## config.mk

```make
export PLATFORM = sky130hd
export DESIGN_NAME = bpsh_host
export DESIGN_NICKNAME = d
export VERILOG_FILES = /design/src/hdl/bpsh_pkg.sv /design/src/hdl/bpsh_host.sv /design/src/hdl/bpsh_write_cycle.sv
export VERILOG_INCLUDE_DIRS = /design/src /design/src/hdl
export SDC_FILE = /design/constraint.sdc
export NUM_CORES = 1
export LEC_CHECK = 0
export BUFFER_PORTS_ARGS = -buffer_cell sky130_fd_sc_hd__buf_2
export CAP_MARGIN = 25
export CORE_MARGIN = 2
export CORE_UTILIZATION = 60
export DETAILED_ROUTE_END_ITERATION = 16
export PLACE_DENSITY_LB_ADDON = 0.05
export SLEW_MARGIN = 0
export SYNTH_ARGS = -nofsm -noshare
export SYNTH_HDL_FRONTEND = slang
export SYNTH_SLANG_ARGS = --single-unit
```

## constraint.sdc

```tcl
create_clock -name clk_i -period 6.5 [get_ports clk_i]
set_input_delay 0.975 -clock clk_i [delete_from_list [all_inputs] [get_ports clk_i]]
set_output_delay 0.975 -clock clk_i [all_outputs]
set_load 0.005 [all_outputs]
```

## src/hdl/bpsh_consts.svh

```systemverilog
// Purpose: constants for the bypass program/suspend host controller
// Assumes: 16-bit data bus, word addressing, 100 MHz clock
// Notes:   command codes, addresses and timing counts live here
//
// What this block does
// - resume double suspend with 30h or 50h
// - host prefers enhanced suspend and resume codes
// - confirm 29h to same sector starts programming
// - suspend running program with B0h or 51h
// - hang with done bit: F0h returns idle
// - resume program suspend with 30h or 50h
`ifndef BPSH_CONSTS_SVH
`define BPSH_CONSTS_SVH

// ********************************************************************
// command codes and addresses
// ********************************************************************
`define BPSH_ADDR_UNLOCK   23'h000555
`define BPSH_CMD_SR_READ   16'h0070
`define BPSH_CMD_RESUME_L  16'h0030
`define BPSH_CMD_RESUME_E  16'h0050
`define BPSH_CMD_SUSP_L    16'h00B0
`define BPSH_CMD_SUSP_E    16'h0051
`define BPSH_CMD_RESET     16'h00F0
`define BPSH_CMD_WORD_PG   16'h00A0
`define BPSH_CMD_BUF_LOAD  16'h0025
`define BPSH_CMD_CONFIRM   16'h0029

// ********************************************************************
// limits and timing
// ********************************************************************
`define BPSH_MAX_WC        127
`define BPSH_STATUS_BIT    7
`define BPSH_PSL_NS        5000
`define BPSH_CLK_NS        10
`define BPSH_PSL_CYC       ((`BPSH_PSL_NS + `BPSH_CLK_NS - 1) / `BPSH_CLK_NS)
`define BPSH_WR_CYC        3

`endif

```

## src/hdl/bpsh_pkg.sv

```systemverilog
// Purpose: types for the bypass program/suspend host controller
// Assumes: 23-bit word address, 16-bit data
// Notes:   host-side command set and tracked device state
package bpsh_pkg;

	// ********************************************************************
	// host commands
	// ********************************************************************
	typedef enum logic [3:0] {
		BPSH_OP_NONE     = 4'h0, // no request
		BPSH_OP_WORD_PG  = 4'h1, // program one word
		BPSH_OP_BUF_PG   = 4'h2, // start buffer load
		BPSH_OP_BUF_DATA = 4'h3, // one buffer word
		BPSH_OP_CONFIRM  = 4'h4, // buffer to flash
		BPSH_OP_SUSPEND  = 4'h5, // program suspend
		BPSH_OP_RESUME   = 4'h6, // program resume
		BPSH_OP_SR_READ  = 4'h7, // status read entry
		BPSH_OP_RESET    = 4'h8  // software reset / exit
	} bpsh_op_t;

	// tracked device state, named as the device calls its states
	typedef enum logic [3:0] {
		BPSH_BYPASS_IDLE                = 4'h0,
		BPSH_BYPASS_WORD_PROGRAM_ENTRY  = 4'h1,
		BPSH_BYPASS_BUFFER_LOAD_START   = 4'h2,
		BPSH_BYPASS_BUFFER_DATA_LOAD    = 4'h3,
		BPSH_BYPASS_PROGRAMMING         = 4'h4,
		BPSH_BYPASS_SUSPEND_REQUEST     = 4'h5,
		BPSH_BYPASS_PROG_SUSPENDED      = 4'h6,
		BPSH_ERASE_SUSP_PROGRAMMING     = 4'h7,
		BPSH_ERASE_SUSP_PROG_SUSPENDED  = 4'h8,
		BPSH_PROGRAMMING_ERROR_STATE    = 4'h9,
		BPSH_ERASE_SUSP_SUSPEND_REQUEST = 4'hA
	} bpsh_state_t;

	// request from the user side
	typedef struct packed {
		bpsh_op_t    op;   // command
		logic [22:0] addr; // word address
		logic [15:0] data; // data or word count
		logic        nest; // program runs inside a suspended erase
	} bpsh_req_t;

	// one bus write cycle toward the flash
	typedef struct packed {
		logic [22:0] addr;
		logic [15:0] data;
	} bpsh_bus_t;

endpackage

```

## src/hdl/bpsh_host.sv

```systemverilog
// Purpose: host controller issuing bypass program, buffer and suspend commands
// Assumes: device already in bypass mode; done bit sampled synchronously
// Notes:   a request that the tracked device state cannot take is refused
`timescale 1ns/10ps
`include "bpsh_consts.svh"
module bpsh_host
	import bpsh_pkg::*;
#(
	parameter int WR_CYC  = `BPSH_WR_CYC,
	parameter int PSL_CYC = `BPSH_PSL_CYC,
	parameter int MAX_WC  = `BPSH_MAX_WC
) (
	input  wire logic        clk_i,
	input  wire logic        arst_n_i,
	input  wire logic        ce_i,
	input  wire bpsh_req_t   req_i,
	input  wire logic        req_valid_i,
	output logic             req_ready_o,
	output logic             req_refused_o,
	input  wire logic        prog_done_i,
	input  wire logic        prog_fail_i,
	input  wire logic        status_done_bit_i,
	output logic             flash_we_n_o,
	output bpsh_bus_t        flash_bus_o,
	output bpsh_state_t      dev_state_o,
	output logic             suspended_o
);

	initial begin
		if (PSL_CYC < 1 || PSL_CYC > 65535) $error("PSL_CYC out of range");
		if (MAX_WC != `BPSH_MAX_WC) $error("MAX_WC must match buffer size");
	end

	// ********************************************************************
	// state
	// ********************************************************************
	bpsh_state_t st_r, st_nxt;            // device state as tracked
	logic        nest_r, nest_nxt;        // program nested in erase suspend
	logic [22:0] sect_r, sect_nxt;        // entered_sector_address
	logic [8:0]  wc_r, wc_nxt;            // remaining_word_count, -1 is all ones
	logic [15:0] psl_r, psl_nxt;          // suspend latency counter
	logic        start;                   // launch a bus write
	bpsh_bus_t   word;                    // word to write
	logic        wr_busy;                 // write cycle in progress
	logic        accept;                  // request taken
	logic        refuse;                  // request refused
	logic        wc_neg;                  // count has reached -1
	logic        ok_sector;               // current sector matches

	assign wc_neg    = wc_r[8];
	assign ok_sector = req_i.addr[22:15] == sect_r[22:15];

	// ********************************************************************
	// command decode and state tracking
	// ********************************************************************
	always_comb begin
		st_nxt   = st_r;
		nest_nxt = nest_r;
		sect_nxt = sect_r;
		wc_nxt   = wc_r;
		psl_nxt  = psl_r;
		start    = 1'b0;
		refuse   = 1'b0;
		word     = '{addr: req_i.addr, data: req_i.data};
		accept   = req_valid_i && !wr_busy;
		unique case (st_r)
			BPSH_BYPASS_IDLE, BPSH_PROGRAMMING_ERROR_STATE: begin
				if (accept) begin
					unique case (req_i.op)
						BPSH_OP_WORD_PG: begin
							word     = '{addr: req_i.addr, data: `BPSH_CMD_WORD_PG};
							start    = 1'b1;
							nest_nxt = req_i.nest;
							st_nxt   = BPSH_BYPASS_WORD_PROGRAM_ENTRY;
						end
						BPSH_OP_BUF_PG: begin
							word     = '{addr: req_i.addr, data: `BPSH_CMD_BUF_LOAD};
							start    = 1'b1;
							nest_nxt = req_i.nest;
							sect_nxt = req_i.addr;
							st_nxt   = BPSH_BYPASS_BUFFER_LOAD_START;
						end
						default: refuse = 1'b1;
					endcase
				end
			end
			BPSH_BYPASS_WORD_PROGRAM_ENTRY: begin
				if (accept && req_i.op == BPSH_OP_BUF_DATA) begin
					start  = 1'b1;
					// next data write is the word; program then starts
					st_nxt = nest_r ? BPSH_ERASE_SUSP_PROGRAMMING : BPSH_BYPASS_PROGRAMMING;
				end else if (accept) begin
					refuse = 1'b1;
				end
			end
			BPSH_BYPASS_BUFFER_LOAD_START: begin
				if (accept && req_i.op == BPSH_OP_BUF_DATA) begin
					start  = 1'b1;
					wc_nxt = {1'b0, req_i.data[7:0]};
					// count too large or foreign sector sends device to error
					if (req_i.data > 16'(MAX_WC) || !ok_sector)
						st_nxt = BPSH_PROGRAMMING_ERROR_STATE;
					else
						st_nxt = BPSH_BYPASS_BUFFER_DATA_LOAD;
				end else if (accept) begin
					refuse = 1'b1;
				end
			end
			BPSH_BYPASS_BUFFER_DATA_LOAD: begin
				if (accept && req_i.op == BPSH_OP_BUF_DATA && !wc_neg) begin
					start  = 1'b1;
					wc_nxt = wc_r - 9'h001;
					if (!ok_sector)
						st_nxt = BPSH_PROGRAMMING_ERROR_STATE;
				end else if (accept && req_i.op == BPSH_OP_CONFIRM && wc_neg) begin
					word   = '{addr: req_i.addr, data: `BPSH_CMD_CONFIRM};
					start  = 1'b1;
					if (ok_sector)
						st_nxt = nest_r ? BPSH_ERASE_SUSP_PROGRAMMING : BPSH_BYPASS_PROGRAMMING;
					else
						st_nxt = BPSH_PROGRAMMING_ERROR_STATE;
				end else if (accept) begin
					refuse = 1'b1;
				end
			end
			BPSH_BYPASS_PROGRAMMING, BPSH_ERASE_SUSP_PROGRAMMING: begin
				if (prog_done_i && !prog_fail_i) begin
					// a request meeting the end of the program is turned away; retry in idle
					st_nxt = BPSH_BYPASS_IDLE;
					refuse = accept;
				end else if (accept && !status_done_bit_i && req_i.op == BPSH_OP_SUSPEND) begin
					// enhanced code preferred over the legacy one
					word    = '{addr: req_i.addr, data: `BPSH_CMD_SUSP_E};
					start   = 1'b1;
					psl_nxt = 16'(PSL_CYC);
					st_nxt  = nest_r ? BPSH_ERASE_SUSP_SUSPEND_REQUEST : BPSH_BYPASS_SUSPEND_REQUEST;
				end else if (accept && !status_done_bit_i && req_i.op == BPSH_OP_SR_READ) begin
					word  = '{addr: `BPSH_ADDR_UNLOCK, data: `BPSH_CMD_SR_READ};
					start = 1'b1;
				end else if (accept && status_done_bit_i && req_i.op == BPSH_OP_RESET) begin
					// hang: reset command frees the device
					word   = '{addr: req_i.addr, data: `BPSH_CMD_RESET};
					start  = 1'b1;
					st_nxt = BPSH_BYPASS_IDLE;
				end else if (accept) begin
					refuse = 1'b1;
				end
			end
			BPSH_BYPASS_SUSPEND_REQUEST, BPSH_ERASE_SUSP_SUSPEND_REQUEST: begin
				// latency runs from the strobe rise, so the device is surely suspended by then
				if (wr_busy)
					psl_nxt = psl_r;
				else if (psl_r == 16'h0000)
					st_nxt = nest_r ? BPSH_ERASE_SUSP_PROG_SUSPENDED : BPSH_BYPASS_PROG_SUSPENDED;
				else
					psl_nxt = psl_r - 16'h0001;
				refuse = accept;
			end
			BPSH_BYPASS_PROG_SUSPENDED, BPSH_ERASE_SUSP_PROG_SUSPENDED: begin
				if (accept && req_i.op == BPSH_OP_RESUME) begin
					word   = '{addr: req_i.addr, data: `BPSH_CMD_RESUME_E};
					start  = 1'b1;
					st_nxt = nest_r ? BPSH_ERASE_SUSP_PROGRAMMING : BPSH_BYPASS_PROGRAMMING;
				end else if (accept && req_i.op == BPSH_OP_SR_READ) begin
					word  = '{addr: `BPSH_ADDR_UNLOCK, data: `BPSH_CMD_SR_READ};
					start = 1'b1;
				end else if (accept && req_i.op == BPSH_OP_RESET && nest_r) begin
					// written, but the device stays doubly suspended
					word  = '{addr: req_i.addr, data: `BPSH_CMD_RESET};
					start = 1'b1;
				end else if (accept) begin
					refuse = 1'b1;
				end
			end
			default: st_nxt = BPSH_BYPASS_IDLE;
		endcase
	end

	// registers
	always_ff @(posedge clk_i or negedge arst_n_i) begin
		if (!arst_n_i) begin
			st_r   <= BPSH_BYPASS_IDLE;
			nest_r <= 1'b0;
			sect_r <= '0;
			wc_r   <= '0;
			psl_r  <= '0;
		end else if (ce_i) begin
			st_r   <= st_nxt;
			nest_r <= nest_nxt;
			sect_r <= sect_nxt;
			wc_r   <= wc_nxt;
			psl_r  <= psl_nxt;
		end
	end

	// ********************************************************************
	// bus write engine
	// ********************************************************************
	bpsh_write_cycle #(
		.WR_CYC (WR_CYC)
	) u_wr (
		.clk_i    (clk_i),
		.arst_n_i (arst_n_i),
		.ce_i     (ce_i),
		.start_i  (start && ce_i),
		.bus_i    (word),
		.busy_o   (wr_busy),
		.done_o   (),
		.we_n_o   (flash_we_n_o),
		.bus_o    (flash_bus_o)
	);

	assign req_ready_o   = !wr_busy && !refuse;
	assign req_refused_o = refuse;
	assign dev_state_o   = st_r;
	assign suspended_o   = (st_r == BPSH_BYPASS_PROG_SUSPENDED) || (st_r == BPSH_ERASE_SUSP_PROG_SUSPENDED);

	// ********************************************************************
	// checks
	// ********************************************************************
	chk_suspend_lat: assert property (@(posedge clk_i) disable iff (!arst_n_i)
		(ce_i && st_r == BPSH_BYPASS_PROGRAMMING && st_nxt == BPSH_BYPASS_SUSPEND_REQUEST)
		|=> !suspended_o [*3]) else $error("suspend reported too early");
	chk_buf_error: assert property (@(posedge clk_i) disable iff (!arst_n_i)
		(ce_i && st_r == BPSH_BYPASS_BUFFER_LOAD_START && start && req_i.data > 16'(MAX_WC))
		|=> st_r == BPSH_PROGRAMMING_ERROR_STATE) else $error("oversize count not flagged");
	chk_wc_step: assert property (@(posedge clk_i) disable iff (!arst_n_i)
		(ce_i && st_r == BPSH_BYPASS_BUFFER_DATA_LOAD && start && req_i.op == BPSH_OP_BUF_DATA)
		|=> wc_r == $past(wc_r) - 9'h001) else $error("word count not decremented");
	chk_confirm_code: assert property (@(posedge clk_i) disable iff (!arst_n_i)
		(ce_i && start && req_i.op == BPSH_OP_CONFIRM) |=> flash_bus_o.data == `BPSH_CMD_CONFIRM)
		else $error("confirm code wrong");
	chk_susp_code: assert property (@(posedge clk_i) disable iff (!arst_n_i)
		(ce_i && start && req_i.op == BPSH_OP_SUSPEND) |=> !flash_we_n_o && flash_bus_o.data == `BPSH_CMD_SUSP_E)
		else $error("suspend code wrong");
	chk_double_hold: assert property (@(posedge clk_i) disable iff (!arst_n_i)
		(ce_i && st_r == BPSH_ERASE_SUSP_PROG_SUSPENDED && req_i.op != BPSH_OP_RESUME)
		|=> st_r == BPSH_ERASE_SUSP_PROG_SUSPENDED) else $error("double suspend left");
	chk_done_idle: assert property (@(posedge clk_i) disable iff (!arst_n_i)
		(ce_i && st_r == BPSH_BYPASS_PROGRAMMING && prog_done_i && !prog_fail_i)
		|=> st_r == BPSH_BYPASS_IDLE) else $error("no return to idle");
	chk_hang_reset: assert property (@(posedge clk_i) disable iff (!arst_n_i)
		(ce_i && start && req_i.op == BPSH_OP_RESET && !nest_r) |-> status_done_bit_i)
		else $error("reset issued without hang");

endmodule

```

## src/hdl/bpsh_write_cycle.sv

```systemverilog
// Purpose: drives one flash bus write cycle, we_n low for a fixed count
// Assumes: address and data held by this module for the whole cycle
// Notes:   busy while the strobe is out; done pulses one cycle at the end
`timescale 1ns/10ps
`include "bpsh_consts.svh"
module bpsh_write_cycle
	import bpsh_pkg::*;
#(
	parameter int WR_CYC = `BPSH_WR_CYC
) (
	input  wire logic      clk_i,
	input  wire logic      arst_n_i,
	input  wire logic      ce_i,
	input  wire logic      start_i,
	input  wire bpsh_bus_t bus_i,
	output logic           busy_o,
	output logic           done_o,
	output logic           we_n_o,
	output bpsh_bus_t      bus_o
);

	initial begin
		if (WR_CYC < 1 || WR_CYC > 255) $error("WR_CYC out of range");
	end

	// ********************************************************************
	// strobe counter
	// ********************************************************************
	logic [7:0] cnt_r, cnt_nxt;     // cycles left in strobe
	logic       we_n_r, we_n_nxt;   // registered strobe
	logic       done_r, done_nxt;   // end pulse
	bpsh_bus_t  bus_r, bus_nxt;     // held address and data

	// next-state of the strobe
	always_comb begin
		cnt_nxt  = cnt_r;
		we_n_nxt = we_n_r;
		done_nxt = 1'b0;
		bus_nxt  = bus_r;
		if (we_n_r && start_i) begin
			// latch the word and drop the strobe
			bus_nxt  = bus_i;
			we_n_nxt = 1'b0;
			cnt_nxt  = 8'(WR_CYC - 1);
		end else if (!we_n_r) begin
			if (cnt_r == 8'h00) begin
				// rising edge commits the write
				we_n_nxt = 1'b1;
				done_nxt = 1'b1;
			end else begin
				cnt_nxt = cnt_r - 8'h01;
			end
		end
	end

	// registers
	always_ff @(posedge clk_i or negedge arst_n_i) begin
		if (!arst_n_i) begin
			cnt_r  <= 8'h00;
			we_n_r <= 1'b1;
			done_r <= 1'b0;
			bus_r  <= '0;
		end else if (ce_i) begin
			cnt_r  <= cnt_nxt;
			we_n_r <= we_n_nxt;
			done_r <= done_nxt;
			bus_r  <= bus_nxt;
		end
	end

	assign busy_o = !we_n_r;
	assign done_o = done_r;
	assign we_n_o = we_n_r;
	assign bus_o  = bus_r;

endmodule

```

Yosys cells after proc, flatten, opt, wreduce, memory -nomap -nowiden
Index checks and enable logic that the tools add are counted.
- flip-flop bits (word level): 101
- latch bits: 0
- memory bits (writable): 0
- bits in read-only memories: 0
- input port bits: 51
- output and inout bits: 47
- memories kept: 0
- add/sub/neg operators: 3
- multipliers: 0
- div/mod/pow operators: 0
- magnitude comparators: 1
- equality and inequality tests: 36
- shift-type cells: 0
- muxes and demuxes: 73
- bitwise operators: 0
- reduce and logical (&&, ||, !) cells: 43
- operators with widths (kind ; number):
    $mux W39 ; 5
    $pmux W39 S4 ; 1
    $mux W16 ; 9
    $mux W4 ; 17
    $pmux W16 S2 ; 2
    $eq A4 B3 Y1 const B ; 8
    $mux W1 ; 28
    $pmux W4 S7 ; 1
    $mux W8 ; 3
    $ne A2 B2 Y1 const B ; 10
    $logic_and A1 B1 Y1 ; 18
    $mux W9 ; 2
    $pmux W9 S2 ; 1
    $eq A4 B2 Y1 const B ; 4
    $eq A4 B4 Y1 const B ; 4
    $gt A16 B7 Y1 const B ; 1
    $logic_not A16 Y1 ; 1
    $sub A16 B1 Y16 const B ; 1
    $reduce_and A12 Y1 ; 1
    $reduce_and A4 Y1 ; 3
    $reduce_or A2 Y1 ; 6
    $sub A9 B1 Y9 const B ; 1
    $eq A4 B1 Y1 const B ; 2
    $eq A8 B8 Y1 ; 1
    17 further kinds ; 26

Longest topological paths before layout
- depth in word-level cells: 12
- depth in mapped cells: 10

Modules after synthesis
A second synthesis with hierarchy kept.
- cell total of the unflattened synthesis: 656
- area, all modules: 5480.3 um^2
- by module, submodules not included (module ; instances ; cells each ; area each (um^2) ; seq. area each (um^2)):
    bpsh_host ; 1 ; 431 ; 3439.5 ; 950.9
    bpsh_write_cycle ; 1 ; 225 ; 2040.7 ; 1227.4

Least setup slack after synthesis
No wires, ideal clock.
- kind: input-to-output
- start point: input req_i[40] (netlist bit)
- end point: output req_ready_o
- data arrival time: 2.279 ns
- data required time: 5.525 ns
- setup slack: 3.246 ns
- stages: 6
- buffers on the path: 1
- cell sequence: buf_2 nand2_1 or3_1 a22o_1 a211oi_1 o21a_1
- longest elaborated chain between the ends: 9
- elaborated cells on any way between the ends: 35
- classes of those cells: eq/ne (8); mux (13); reduce/logical (14)
- RTL lines (element ; line ; source):
    start: declaration ; bpsh_host.sv:16 ; input wire bpsh_req_t req_i,
    $eq A4 B4 Y1 ; bpsh_host.sv:140, bpsh_host.sv:167 ;
    $logic_and A1 B1 Y1 (on tied branches) ; bpsh_host.sv:140, bpsh_host.sv:167 ;
    $mux W1 / $logic_and A1 B1 Y1 (equally long branches) ; bpsh_host.sv:140, bpsh_host.sv:167 ;
    $mux W1 (on tied branches) ; bpsh_host.sv:137, bpsh_host.sv:167 ;
    $mux W1 (on tied branches) ; bpsh_host.sv:131, bpsh_host.sv:164 ;
    $mux W1 (on tied branches) ; bpsh_host.sv:127, bpsh_host.sv:160 ;
    $pmux W1 S6 * ; bpsh_host.sv:66 ; unique case (st_r)
    $logic_not A1 Y1 * ; bpsh_host.sv:213 ; assign req_ready_o = !wr_busy && !refuse;
    $logic_and A1 B1 Y1 * ; bpsh_host.sv:213 ;
    end: declaration ; bpsh_host.sv:18 ; output logic req_ready_o,
Mark *: on every way between the ends. The rest lies on a longest branch, timed or not.

Worst setup path after layout
- start point: register st_r[0] (netlist: dev_state_o[0])
- end point: output req_ready_o
- longest elaborated chain between the ends: 5
- elaborated cells on any way between the ends: 19
- classes of those cells: eq/ne (10); mux (1); reduce/logical (8)
- RTL lines (element ; line ; source):
    start: declaration ; bpsh_host.sv:37 ; bpsh_state_t st_r, st_nxt;
    start signal: assignment ; bpsh_host.sv:188 ; st_r <= st_nxt;
    $eq A4 B3 Y1 (tied with other cells) ; bpsh_host.sv:66 ;
    $reduce_or A2 Y1 (on tied branches) ; -- ;
    $pmux W1 S6 * ; bpsh_host.sv:66 ;
    $logic_not A1 Y1 * ; bpsh_host.sv:213 ;
    $logic_and A1 B1 Y1 * ; bpsh_host.sv:213 ;
Marks and branches as above.

==> metrics.md <==
| Metric | Value |
|---|---|
| Run status | finished clean |
| Detailed-route wire length | 13.9 mm |
| GRT Overall Usage | 0.306 |
| Setup total negative slack | 0 ps |
| Number of nets with antenna violations after routing | 0 |
| Max-Slew Margin vs Limit | 0.400 |
| Internal Pwr Total | 751 uW |
| Category of the most critical setup path | reg -> out |
| Peak ir drop on the vdd network | 0.000116 V |
| Number of fillers in the final layout | 653 |
| Finish-stage setup viols | 0 |
| Synth top area share | 0.416 |
| Buffer levels on the longest clock path | 2 |
| Insertion delay of the later-clocked pin in the worst-skew pair | 360 ps |
| Arrival time reported for the critical path endpoint | 3040 ps |
| Aggregate global routing overflow | 0 |
| Port Buf Inserts | 97 |
| Cell depth of the worst flop-to-flop path | 8 |
| Number of placement rows | 33 |
| Gate power share | 0.131 |
| Netlist Area Pre-Place | 5110 sq um |
| Maximum level of the CTS H-tree | 3 |
| Final nets | 692 |
| Switching portion of total power | 0.288 |
| First-pass GRT wire length | 21.9 mm |
| Standard cell area after detailed placement | 5590 sq um |
| Sequential fraction of the synthesis area | 0.422 |
| Max Clock Freq | 249 MHz |
| Vertical extent of the die | 96.3 microns |
| Mapped Avg Cell Area | 9.17 sq um |
| Fraction of registers with async set or reset after synthesis | 1.00 |
| Capturing element type of the critical path | output pin |
| Number of register bits inferred by synthesis | 86 |
| Number of hold buffers added after CTS | 0 |
| Die footprint | 9270 sq um |
| Post-CTS setup buffers | 0 |
| Num CTS Buffers | 9 |
| Final routed DRC violation total | 0 |
| Fraction of layout cells with a size suffix above 1 | 0.238 |
| Part of the cycle the worst path needs | 0.618 |
| Clock network fraction of design power | 0.338 |
| Number of global-route vias before repair | 4521 |
| Timing endpoint of the critical path | req_ready_o |
| Signed area change from the synthesized netlist to the final layout | 13.1% |
| Clock period minus worst slack | 4020 ps |
| Worst min-delay path class | reg -> reg |
| RSZ-0062 raised after global routing | no |
| Post-route cell area | 5780 sq um |
| Starting Density | 0.622 |
| Reg2reg setup slack | 2960 ps |
| EDFF count, synth | 0 |
| Core area | 8220 sq um |
| Number of failing hold endpoints at the final stage | 0 |
| Slew Limit Fails | 0 |
| Nature of the critical path startpoint | register |
| Per-cell via count in the routed design | 6.32 |
| Post_cts resized | 0 |
| Number of sinks handled by clock tree synthesis | 86 |
| First-pass iteration count of the detailed router | 5 |
| Width of the die | 96.3 microns |
| Largest net degree at the start of global routing | 51 |
| Ports | 98 |
| Number of warnings issued by yosys | 0 |
| Count of routing violations after the opening detailed-route iteration | 411 |
| Seq pwr share | 0.531 |
| Final GP Congestion | 0.944 |
| Cell type with the highest aggregate area in the netlist | sky130_fd_sc_hd__dfrtp_1 |
| Crit path required time | 5520 ps |
| Critical Path Source | dev_state_o[0] |
| Crit-path max FO | 18 |
| Static Leak | 2.90 nW |
| Number of antenna repair diodes | 0 |
| Buffer cell driving the clock tree root | sky130_fd_sc_hd__clkbuf_8 |
| Final worst clock skew | 14.6 ps |
| Reg-to-reg endpoint | u_wr.bus_o[16] |
| Transition time at the pin with the least slew margin | 898 ps |
| Top FF cell, synth | sky130_fd_sc_hd__dfrtp_1 |
| Antenna violations before repair | 0 |
| Clock tree from TritonCTS | done |
| Total power divided by cell area | 183 nW/um^2 |
| Via count | 4724 |
| Crit Reg-Reg Startpoint | dev_state_o[3] |
| Number of max-cap violations | 0 |
| Routed wire per std cell | 18.7 microns |
| Switching power | 303 uW |
| Post-synth net total | 612 |
| Post-synthesis cell type count | 69 |
| Most area-consuming cells after synthesis | sky130_fd_sc_hd__dfrtp_1 (42%), sky130_fd_sc_hd__o21ai_0 (7.7%), sky130_fd_sc_hd__mux2_2 (3.7%) |
| Synth Instances | 557 |
| Placed wire-length estimate | 10.1 mm |
| Clock transition time at the flip-flop clock pins of the worst setup and hold paths | 90 ps |
-- per-layer routing --
layer | global-route usage | vias up | share of wire
met4 | 0.101 | 0 | 0.024
met5 | 0 | - | 0
li1 | - | 2227 | -
met1 | 0.399 | 2269 | 0.42
met2 | 0.509 | 195 | 0.49
met3 | 0.0626 | 33 | 0.067
-- area by class of cell --
type | count | area, sq um | area share
clock inverters | 6 | 46.3 | 0.00801
inverters | 20 | 75.1 | 0.0130
repair buffers | 100 | 510 | 0.0884
flip-flops and latches | 86 | 2150 | 0.373
clock buffers | 10 | 138 | 0.0238
well taps | 105 | 131 | 0.0227
multi-input cells | 420 | 2720 | 0.471
-- power by group through the flow --
stage	clock network, mW	logic, mW	registers, mW
global placement	0	0.133	0.568
global route	0.382	0.155	0.561
CTS	0.362	0.137	0.559
floorplan	0	0.0873	0.562
detailed placement	0	0.137	0.569
finish	0.356	0.139	0.559
-- registers in the layout (all words and copies together), names as in the netlist --
signal,count
nest_r,1
dev_state_o,4
psl_r,16
wc_r,9
u_wr.bus_o,39
u_wr.cnt_r,8
sect_r,8
u_wr.we_n_o,1
-- Yosys cell counts (all sizes together) (14+ instances only) --
| master | count |
|---|---|
| a21oi | 21 |
| xor2 | 15 |
| dfrtp | 85 |
| nand3 | 20 |
| clkbuf | 18 |
| nand2b | 14 |
| o21ai | 82 |
| nand2 | 50 |
| inv | 20 |
| nor2 | 38 |
| mux2 | 24 |
| nor3 | 16 |
-- logic make-up after synthesis --
group,count (synthesis),synth area share
AOI/OAI and AO/OA,185,0.231
xor gates and xnor gates,17,0.0292
adders and majority gates,4,0.00980
buffers and inverters,51,0.0451
DFF,86,0.422
muxes,28,0.0659
and+or+nand+nor,186,0.197
-- how the worst min path moves through the flow --
stage,start,endpoint,slack [ps],depth (start not counted)
4_1_cts,u_wr.cnt_r[6],u_wr.cnt_r[6],490,1
2_1_floorplan,u_wr.cnt_r[6],u_wr.cnt_r[6],440,1
6_report,u_wr.cnt_r[6],u_wr.cnt_r[6],490,1
3_3_place_gp,u_wr.cnt_r[6],u_wr.cnt_r[6],480,1
5_1_grt,u_wr.bus_o[10],u_wr.bus_o[10],520,1
3_5_place_dp,u_wr.cnt_r[6],u_wr.cnt_r[6],480,1
-- cell usage in the layout, fill, tap and decap left out, types with 4 or more instances in the layout --
master                      n
sky130_fd_sc_hd__a21o_1     5
sky130_fd_sc_hd__a21oi_1   21
sky130_fd_sc_hd__a22o_1    11
sky130_fd_sc_hd__a22oi_1    4
sky130_fd_sc_hd__a31o_2     4
sky130_fd_sc_hd__a31oi_1    7
sky130_fd_sc_hd__and3_1     4
sky130_fd_sc_hd__buf_2     96
sky130_fd_sc_hd__buf_4      4
sky130_fd_sc_hd__clkbuf_8  10
sky130_fd_sc_hd__dfrtp_1   85
sky130_fd_sc_hd__ha_1       4
sky130_fd_sc_hd__inv_1     20
sky130_fd_sc_hd__mux2_2    17
sky130_fd_sc_hd__mux2_4     7
sky130_fd_sc_hd__mux2i_1    4
sky130_fd_sc_hd__nand2_1   50
sky130_fd_sc_hd__nand2b_1  14
sky130_fd_sc_hd__nand3_1   20
sky130_fd_sc_hd__nor2_1    38
sky130_fd_sc_hd__nor3_1    15
sky130_fd_sc_hd__nor4_1     7
sky130_fd_sc_hd__o211ai_1  11
sky130_fd_sc_hd__o21ai_0   79
sky130_fd_sc_hd__o31ai_1    6
sky130_fd_sc_hd__or3_1      6
sky130_fd_sc_hd__or4_1      4
sky130_fd_sc_hd__xor2_1    15
-- worst max-delay path, stage by stage (launching register included) --
cell and delay (ps):
sky130_fd_sc_hd__dfrtp_1 710, sky130_fd_sc_hd__nand4bb_1 720, sky130_fd_sc_hd__a31oi_1 530, sky130_fd_sc_hd__a22o_1 290, sky130_fd_sc_hd__a211oi_1 110, sky130_fd_sc_hd__o21a_1 210
sky130_fd_sc_hd__buf_2 120
-- per-stage QoR --
stage               std cells  setup slack (ps)   util  hold slack, ps  total power, mW
floorplan                 557              3250      -             440            0.650
global placement          731              2790  0.681             478            0.701
detailed placement        731              2770  0.681             477            0.706
CTS                       747              2500  0.703             492             1.06
global route              747              2350  0.703             517             1.10
finish                    747              2480  0.703             490             1.05
Power figures use the tool's default switching activity.
